$ cat src/urc_pkg.sv
package urc_pkg;

  // ****************************************************************
  // Timing.
  // ****************************************************************
  localparam int CLOCK_HZ        = 200_000_000;
  localparam int BIT_RATE_BPS    = 115_200;
  localparam int BIT_CYCLES_DEF  = CLOCK_HZ / BIT_RATE_BPS;
  localparam int IR_PULSE_NUM    = 3;
  localparam int IR_PULSE_DEN    = 16;

  // ****************************************************************
  // Register port addresses.
  // ****************************************************************
  localparam logic [1:0] ADDR_DATA  = 2'h0;
  localparam logic [1:0] ADDR_LEVEL = 2'h1;
  localparam logic [1:0] ADDR_EXTRA = 2'h2;

  // ****************************************************************
  // Extra features control field positions and reset value.
  // ****************************************************************
  localparam int EXTRA_MULTIDROP = 0;
  localparam int EXTRA_RX_OFF    = 1;
  localparam int EXTRA_TX_OFF    = 2;
  localparam int EXTRA_TX_DIR    = 4;
  localparam int EXTRA_DIR_INV   = 5;
  localparam int EXTRA_IR_MODE   = 7;
  localparam logic [7:0] EXTRA_WRITABLE = 8'hB7;
  localparam logic [7:0] EXTRA_RESET    = 8'h00;

  // ****************************************************************
  // FIFO sizing and frame layout.
  // ****************************************************************
  localparam int FIFO_DEPTH   = 64;
  localparam int FIFO_AW      = 6;
  localparam int LEVEL_W      = 7;
  localparam int CHAR_BITS    = 8;
  localparam int MARK_BITS    = 9;
  localparam logic [3:0] FRAME_BITS_NORMAL = 4'hA;
  localparam logic [3:0] FRAME_BITS_MARKED = 4'hB;

  typedef enum logic [1:0] {
    URC_RX_IDLE  = 2'b00,
    URC_RX_START = 2'b01,
    URC_RX_DATA  = 2'b11,
    URC_RX_STOP  = 2'b10
  } urc_rx_state_t;

endpackage

$ cat src/urc_tx_shifter.sv
`timescale 1ns/1ps
module urc_tx_shifter #(
  parameter int BIT_CYCLES = urc_pkg::BIT_CYCLES_DEF
) (
  input  wire logic                      CLOCK,
  input  wire logic                      RESETN,
  input  wire logic                      start,
  input  wire logic [urc_pkg::MARK_BITS-1:0] data,
  input  wire logic                      nine_bit,
  input  wire logic                      ir_enable,
  output logic                           txd,
  output logic                           ir_out,
  output logic                           busy
);
  import urc_pkg::*;

  localparam int CW           = $clog2(BIT_CYCLES + 1);
  localparam int PULSE_CYCLES = (IR_PULSE_NUM * BIT_CYCLES + IR_PULSE_DEN - 1) / IR_PULSE_DEN;

  logic [10:0]   shreg;
  logic [3:0]    bits_left;
  logic [CW-1:0] cnt;
  logic          next_ir;
  wire           bit_end = (cnt == CW'(BIT_CYCLES - 1));

  // The SIR encoder pulses for three sixteenths of each zero bit.
  assign next_ir = ir_enable && busy && !shreg[0] && (cnt < CW'(PULSE_CYCLES));

  // ****************************************************************
  // Shifter: loads a whole frame and sends it LSB first.
  // ****************************************************************
  always_ff @(posedge CLOCK) begin
    if (!RESETN) begin
      shreg     <= 11'h7FF;
      bits_left <= 4'h0;
      cnt       <= '0;
      busy      <= 1'b0;
    end else if (start && !busy) begin
      shreg     <= nine_bit ? {1'b1, data, 1'b0} : {2'h3, data[CHAR_BITS-1:0], 1'b0};
      bits_left <= nine_bit ? FRAME_BITS_MARKED : FRAME_BITS_NORMAL;
      cnt       <= '0;
      busy      <= 1'b1;
    end else if (busy) begin
      cnt <= bit_end ? '0 : cnt + CW'(1);
      if (bit_end) begin
        shreg     <= {1'b1, shreg[10:1]};
        bits_left <= bits_left - 4'h1;
        busy      <= (bits_left != 4'h1);
      end
    end
  end

  // Registered line outputs; the line idles high.
  always_ff @(posedge CLOCK) begin
    if (!RESETN) begin
      txd    <= 1'b1;
      ir_out <= 1'b0;
    end else begin
      txd    <= busy ? shreg[0] : 1'b1;
      ir_out <= next_ir;
    end
  end
endmodule

$ cat src/urc_uart_core.sv
`timescale 1ns/1ps
module urc_uart_core #(
  parameter int BIT_CYCLES = urc_pkg::BIT_CYCLES_DEF
) (
  input  wire logic       CLOCK,
  input  wire logic       RESETN,
  input  wire logic       HOST_WRITE,
  input  wire logic       HOST_READ,
  input  wire logic [1:0] HOST_ADDR,
  input  wire logic [7:0] HOST_WDATA,
  input  wire logic       HOST_WMARK,
  output logic      [7:0] HOST_RDATA,
  output logic            HOST_RMARK,
  input  wire logic       RX,
  output logic            TX,
  output logic            IR_TX,
  input  wire logic       MODEM_RTS_BIT,
  input  wire logic       FLOW_RTS_ENABLE,
  input  wire logic       FLOW_RTS_LEVEL,
  output logic            RTS_N,
  output logic            MULTIDROP_MODE
);
  import urc_pkg::*;

  localparam int CW = $clog2(BIT_CYCLES + 1);

  // Next FIFO fill count from push and pop strobes.
  function automatic logic [LEVEL_W-1:0] fifo_count(input logic [LEVEL_W-1:0] c, input logic push,
                                                    input logic pop);
    fifo_count = c + LEVEL_W'(push) - LEVEL_W'(pop);
  endfunction

  // ****************************************************************
  // Register port decode.
  // ****************************************************************
  logic [7:0]         extra_features_control;
  logic [MARK_BITS-1:0] tx_mem [FIFO_DEPTH];
  logic [MARK_BITS-1:0] rx_mem [FIFO_DEPTH];
  logic [FIFO_AW-1:0] tx_wp, tx_rp, rx_wp, rx_rp;
  logic [LEVEL_W-1:0] tx_count, receive_fifo_fill_level;
  logic               rx_push;
  logic [MARK_BITS-1:0] rx_push_data;
  logic               tx_start, shifter_busy, tx_pending;
  logic               next_pending, next_rts;

  wire transmitter_off   = extra_features_control[EXTRA_TX_OFF];
  wire receiver_off      = extra_features_control[EXTRA_RX_OFF];
  wire multidrop         = extra_features_control[EXTRA_MULTIDROP];
  wire transmitter_drives_direction = extra_features_control[EXTRA_TX_DIR];
  wire direction_polarity_invert    = extra_features_control[EXTRA_DIR_INV];
  wire ir_mode           = extra_features_control[EXTRA_IR_MODE];
  wire tx_full  = (tx_count == LEVEL_W'(FIFO_DEPTH));
  wire tx_empty = (tx_count == '0);
  wire rx_full  = (receive_fifo_fill_level == LEVEL_W'(FIFO_DEPTH));
  wire rx_empty = (receive_fifo_fill_level == '0);
  wire tx_write = HOST_WRITE && (HOST_ADDR == ADDR_DATA) && !tx_full;
  wire rx_pop   = HOST_READ && (HOST_ADDR == ADDR_DATA) && !rx_empty;
  wire rx_store = rx_push && !rx_full;

  // Extra features register; reserved bits are masked off on write.
  always_ff @(posedge CLOCK) begin
    if (!RESETN) begin
      extra_features_control <= EXTRA_RESET;
    end else if (HOST_WRITE && (HOST_ADDR == ADDR_EXTRA)) begin
      extra_features_control <= HOST_WDATA & EXTRA_WRITABLE;
    end
  end

  // Read data is registered; the level register has bit 7 tied low.
  always_ff @(posedge CLOCK) begin
    if (!RESETN) begin
      HOST_RDATA <= 8'h00;
      HOST_RMARK <= 1'b0;
    end else if (HOST_READ) begin
      unique case (HOST_ADDR)
        ADDR_DATA:  HOST_RDATA <= rx_empty ? 8'h00 : rx_mem[rx_rp][CHAR_BITS-1:0];
        ADDR_LEVEL: HOST_RDATA <= {1'b0, receive_fifo_fill_level};
        ADDR_EXTRA: HOST_RDATA <= extra_features_control;
        default:    HOST_RDATA <= 8'h00;
      endcase
      HOST_RMARK <= (HOST_ADDR == ADDR_DATA) && !rx_empty && rx_mem[rx_rp][CHAR_BITS];
    end
  end

  // ****************************************************************
  // Transmit and receive FIFOs.
  // ****************************************************************
  always_ff @(posedge CLOCK) begin
    if (tx_write) begin
      tx_mem[tx_wp] <= {HOST_WMARK, HOST_WDATA};
    end
    if (rx_store) begin
      rx_mem[rx_wp] <= rx_push_data;
    end
  end

  // Pointers and counts; a drop on a full receive FIFO loses the character.
  always_ff @(posedge CLOCK) begin
    if (!RESETN) begin
      tx_wp <= '0;
      tx_rp <= '0;
      rx_wp <= '0;
      rx_rp <= '0;
      tx_count <= '0;
      receive_fifo_fill_level <= '0;
    end else begin
      tx_wp <= tx_wp + FIFO_AW'(tx_write);
      tx_rp <= tx_rp + FIFO_AW'(tx_start);
      rx_wp <= rx_wp + FIFO_AW'(rx_store);
      rx_rp <= rx_rp + FIFO_AW'(rx_pop);
      tx_count <= fifo_count(tx_count, tx_write, tx_start);
      receive_fifo_fill_level <= fifo_count(receive_fifo_fill_level, rx_store, rx_pop);
    end
  end

  // ****************************************************************
  // Transmitter.
  // ****************************************************************
  // No new character is started while the transmitter is off.
  assign tx_start = !transmitter_off && !tx_empty && !shifter_busy;

  urc_tx_shifter #(.BIT_CYCLES(BIT_CYCLES)) u_shift_register (
    .CLOCK     (CLOCK),
    .RESETN    (RESETN),
    .start     (tx_start),
    .data      (tx_mem[tx_rp]),
    .nine_bit  (multidrop),
    .ir_enable (!ir_mode),
    .txd       (TX),
    .ir_out    (IR_TX),
    .busy      (shifter_busy)
  );

  // Pending data: set by a write, cleared after the last bit has left.
  assign next_pending = tx_write || (tx_pending && !(tx_empty && !shifter_busy));

  // Direction pin source; transmitter control wins over the other two.
  assign next_rts = transmitter_drives_direction ? (!next_pending ^ direction_polarity_invert)
                  : FLOW_RTS_ENABLE ? FLOW_RTS_LEVEL : !MODEM_RTS_BIT;

  always_ff @(posedge CLOCK) begin
    if (!RESETN) begin
      tx_pending     <= 1'b0;
      RTS_N          <= 1'b1;
      MULTIDROP_MODE <= 1'b0;
    end else begin
      tx_pending     <= next_pending;
      RTS_N          <= next_rts;
      MULTIDROP_MODE <= multidrop;
    end
  end

  // ****************************************************************
  // Receiver.
  // ****************************************************************
  logic          rx_meta, rx_line;
  urc_rx_state_t rx_state;
  logic [CW-1:0] rx_cnt;
  logic [3:0]    rx_bits;
  logic [MARK_BITS-1:0] rx_shreg;
  wire  [3:0]    rx_data_bits = multidrop ? 4'(MARK_BITS) : 4'(CHAR_BITS);
  wire           rx_half      = (rx_cnt == CW'(BIT_CYCLES / 2 - 1));
  wire           rx_full_bit  = (rx_cnt == CW'(BIT_CYCLES - 1));
  wire           rx_abort     = receiver_off && (rx_state != URC_RX_IDLE);

  // Two-stage synchroniser on the receive pin.
  always_ff @(posedge CLOCK) begin
    if (!RESETN) begin
      rx_meta <= 1'b1;
      rx_line <= 1'b1;
    end else begin
      rx_meta <= RX;
      rx_line <= rx_meta;
    end
  end

  // Completed characters are pushed aligned to bit 0; cut-short ones are pushed with their bits left at the top.
  assign rx_push      = rx_abort || ((rx_state == URC_RX_STOP) && rx_full_bit);
  assign rx_push_data = multidrop ? rx_shreg : {1'b0, rx_shreg[MARK_BITS-1:1]};

  always_ff @(posedge CLOCK) begin
    if (!RESETN) begin
      rx_state <= URC_RX_IDLE;
      rx_cnt   <= '0;
      rx_bits  <= 4'h0;
      rx_shreg <= '0;
    end else if (rx_abort) begin
      rx_state <= URC_RX_IDLE;
    end else begin
      rx_cnt <= (rx_state == URC_RX_IDLE) || rx_full_bit || ((rx_state == URC_RX_START) && rx_half)
                ? '0 : rx_cnt + CW'(1);
      unique case (rx_state)
        URC_RX_IDLE: begin
          rx_bits  <= 4'h0;
          rx_shreg <= '0;
          if (!receiver_off && !rx_line) rx_state <= URC_RX_START;
        end
        URC_RX_START: if (rx_half) rx_state <= rx_line ? URC_RX_IDLE : URC_RX_DATA;
        URC_RX_DATA: if (rx_full_bit) begin
          rx_shreg <= {rx_line, rx_shreg[MARK_BITS-1:1]};
          rx_bits  <= rx_bits + 4'h1;
          if (rx_bits == rx_data_bits - 4'h1) rx_state <= URC_RX_STOP;
        end
        URC_RX_STOP: if (rx_full_bit) rx_state <= URC_RX_IDLE;
      endcase
    end
  end
endmodule

$ cat config.mk
export PLATFORM = sky130hd
export DESIGN_NAME = urc_uart_core
export DESIGN_NICKNAME = d
export VERILOG_FILES = /design/src/urc_pkg.sv /design/src/urc_tx_shifter.sv /design/src/urc_uart_core.sv
export SDC_FILE = /design/constraint.sdc
export NUM_CORES = 1
export LEC_CHECK = 0
export BUFFER_PORTS_ARGS = -buffer_cell sky130_fd_sc_hd__clkbuf_2
export CORE_MARGIN = 2
export CORE_UTILIZATION = 29
export DETAILED_ROUTE_END_ITERATION = 6
export SYNTH_ARGS = -nofsm -noshare
export SYNTH_HDL_FRONTEND = slang
export SYNTH_SLANG_ARGS = --single-unit
$ cat constraint.sdc
create_clock -name CLOCK -period 3.7 [get_ports CLOCK]
set_input_delay 0.74 -clock CLOCK [delete_from_list [all_inputs] [get_ports CLOCK]]
set_output_delay 0.74 -clock CLOCK [all_outputs]
set_load 0.02 [all_outputs]
==> results.ini <==
[global_route]
grt_pass1_wl_um = 175000
grt_pass1_vias = 26200
grt.total_usage_pct = 13.3
grt_max_degree = 65
grt.overflow.total = 0
antenna_found_initial = 4

[synth]
synthTopCellsByArea = edfxtp_1 69%, mux4_2 9.2%, dfxtp_1 4.5%, mux2i_1 4.2%, nor2_1 1.6%
yosysUniqueCellTypes = 65
synth_fp_nets = 2847
synth.largest_area_cell = edfxtp_1
synth_warnings = 0
netlist_instances = 2791
syn_area_um2 = 49900
synth_top_area_share_pct = 69.3
synth_async_sr_flop_share_pct = 0
yosysSeqAreaShare_pct = 73.8
synth_edf_count = 1152
syn_avg_cell_area_um2 = 17.9
yosys_register_bits = 1264
synthFlopType = edfxtp_1

[cells_and_area]
finalNetCount = 3106
multi_input_area_um2 = 12200
final_area_um2 = 58100
mostFrequentLayoutCells = 1,152 x edfxtp_1, 252 x buf_4, 211 x mux2i_1
area_growth_pct = 16.3
fin_cells = 5459
layout_commonest_cell = edfxtp_1
seqCellArea_um2 = 36900
final.fill_count = 16300
diodes = 0
drive_gt1_share_pct = 22.1

[power_and_ir_drop]
intPower_w = 0.0242
sw_frac_of_total_pct = 24.3
p_comb_share_pct = 13.5
peakVddDrop_uv = 365
p_per_area_nw_per_um2 = 552
p_seq_share_pct = 49.7
switching_power_w = 0.00780
power_frac_clock_pct = 36.9
leakage_nw = 18.1

[clock_tree]
cts_tree = yes
cts_max_level = 3
hold_buffers = 0
numClockSinks = 1264
cts_buffer_depth = 3
cts_made_buffers = 118
root_buffer = clkbuf_16
clk_pin_slew_ns = 0.06
cts_setup_buffers = 0
cts_resized = 0
clk_latency_ns = 0.73

[timing]
period_minus_slack_ns = 3.22
fin_worst_skew_ns = 0.0242
setup_tns_ns = 0
rsz0062_at_grt = false
slew_headroom_pct = 24.1
worst_pin_slew_ns = 1.14
fin_crit_sh_pct = 87.1
setup_viol = 0
fmax_mhz = 310
finalHoldViolCount = 0
drv_slew = 0
fin_hold_ws_ns = 0.188

[setup_path]
crit_fanout = 4
cp_slowest_cell = fa_1
crit_required_ns = 4.30
cp_slowest_stage_delay_ns = 0.43
rr_endpoint = receive_fifo_fill_level[6]$_SDFF_PN0_
rr_startpoint = receive_fifo_fill_level[3]$_SDFF_PN0_
ff2ff_path_depth = 15
cpMostUsedCell = ha_1
crit_chain = inv_1, ha_1, nor4bb_1, a21boi_0, and2_1, ha_1, inv_1, ha_1, fa_1, a21oi_1, o21bai_1, a21oi_1, o21bai_1, xnor2_1, nor2_1
startpoint_type = register
endpoint_kind = register
worstPathArrival_ns = 3.82
rrSetupSlack_ns = 0.48
crit_type = reg -> reg

[detailed_routing]
routedWlPerCell_um = 21.7
routed_wl_um = 118000
vias = 26100
vias_per_cell = 4.78
postRouteAntennaNets = 0
first_pass_iters = 6
drt_iter0_drc = 2241
drc = 0

[die]
num_io_pins = 32
initial_core_util_pct = 29.1
core_um2 = 171000
die_w_um = 419
fp-row-count = 152
die_h_um = 419
die-area_um2 = 176000

[placement]
dp_cells = 5240
place_congestion = 0.816
dpl_cell_area_um2 = 54300
hpwl_um = 75100
portBuffers = 31

[run_status]
outcome = finished, final reports clean

[min_path]
min_to = rx_meta$_SDFF_PN1_
hold_depth = 2
hold_start = RX
hold_path.class = in -> reg

[flow_run]
drv_cap = 0

==> cells in the mapped netlist (13+ instances only) <==
cell,count
buf_1,14
buf_4,16
a22oi_1,63
a21oi_1,95
dfxtp_1,112
nand2_1,123
ha_1,35
o21ai_0,22
xnor2_1,28
nand3_1,62
nor2_1,212
o22ai_1,22
mux2_2,13
mux2i_1,211
mux4_2,205
a211oi_1,22
buf_2,42
xor2_1,20
inv_1,32
and2_1,21
nand4_1,13
clkbuf_1,74
nor2b_1,28
a2111oi_0,14
edfxtp_1,1152
==> worst max-delay path, delay by kind of cell (launching register included) <==
family | cells | cell delay, ns
xor gates and xnor gates | 1 | 0.17
DFF | 1 | 0.32
AOI/OAI and AO/OA | 5 | 0.77
buffers and inverters | 2 | 0.12
adders and majority gates | 4 | 1.05
and+or+nand+nor | 3 | 0.65
==> stage by stage <==
stage | utilization [%] | total power [W] | setup slack [ns]
6_report | 33.9 | 0.0320 | 0.478
5_1_grt | 33.9 | 0.0332 | 0.181
4_1_cts | 33.9 | 0.0324 | 0.492
3_5_place_dp | 31.7 | 0.0206 | 0.275
3_3_place_gp | 31.7 | 0.0206 | 0.314
2_1_floorplan | - | 0.0192 | 0.818
==> registers in the layout, indices dropped and copies added, names as in the netlist, 7 cells and up <==
name and flops:
HOST_RDATA 8, tx_mem 576, tx_count 7, receive_fifo_fill_level 7
rx_cnt 11, u_shift_register.cnt 11, rx_shreg 9, u_shift_register.shreg 10
rx_mem 576
==> layer usage <==
layer	routed length, µm	vias up	GRT usage, %
met1	52400	13600	18.5
met3	6370	186	2.07
met2	56900	716	21.8
met4	2720	2	3.36
met5	13	-	0
li1	-	11600	-
==> kinds of logic after synthesis <==
| kind of cell | after synthesis | share of synthesized area, % |
|---|---|---|
| AND/OR/NAND/NOR | 525 | 4.87 |
| buffers and inverters | 185 | 1.75 |
| AO/OA/AOI/OAI | 303 | 4.06 |
| adder cells (fa/ha/maj) | 37 | 0.957 |
| multiplexers | 429 | 13.8 |
| flip-flops | 1264 | 73.8 |
| XOR/XNOR | 48 | 0.842 |
==> cell type report <==
class,instances,area share (%)
sequential,1264,63.5
multi-input combinational,1342,21.1
timing repair buffer,292,3.84
tap,2310,4.98
inverter,32,0.207
clock inverter,59,0.905
clock buffer,160,5.50
==> worst max-delay path by stage <==
stage	start	to	slack, ns	depth (start not counted)
floorplan	HOST_WRITE	tx_count[6]$_SDFF_PN0_	0.82	12
detailed placement	HOST_ADDR[1]	receive_fifo_fill_level[6]$_SDFF_PN0_	0.27	15
global placement	HOST_ADDR[1]	receive_fifo_fill_level[6]$_SDFF_PN0_	0.31	15
finish	receive_fifo_fill_level[3]$_SDFF_PN0_	receive_fifo_fill_level[6]$_SDFF_PN0_	0.48	15
global route	receive_fifo_fill_level[3]$_SDFF_PN0_	receive_fifo_fill_level[6]$_SDFF_PN0_	0.18	15
CTS	rx_cnt[0]$_SDFFE_PN0N_	receive_fifo_fill_level[6]$_SDFF_PN0_	0.49	14
==> power groups by stage <==
| stage | combinational [W] | sequential (W) | clock [W] |
|---|---|---|---|
| 5_1_grt | 0.00470 | 0.0159 | 0.0126 |
| 2_1_floorplan | 0.00322 | 0.0160 | 0 |
| 3_5_place_dp | 0.00438 | 0.0162 | 0 |
| 3_3_place_gp | 0.00436 | 0.0162 | 0 |
| 4_1_cts | 0.00439 | 0.0159 | 0.0120 |
| 6_report | 0.00432 | 0.0159 | 0.0118 |
Note: power is estimated with default switching activity, not from simulation.
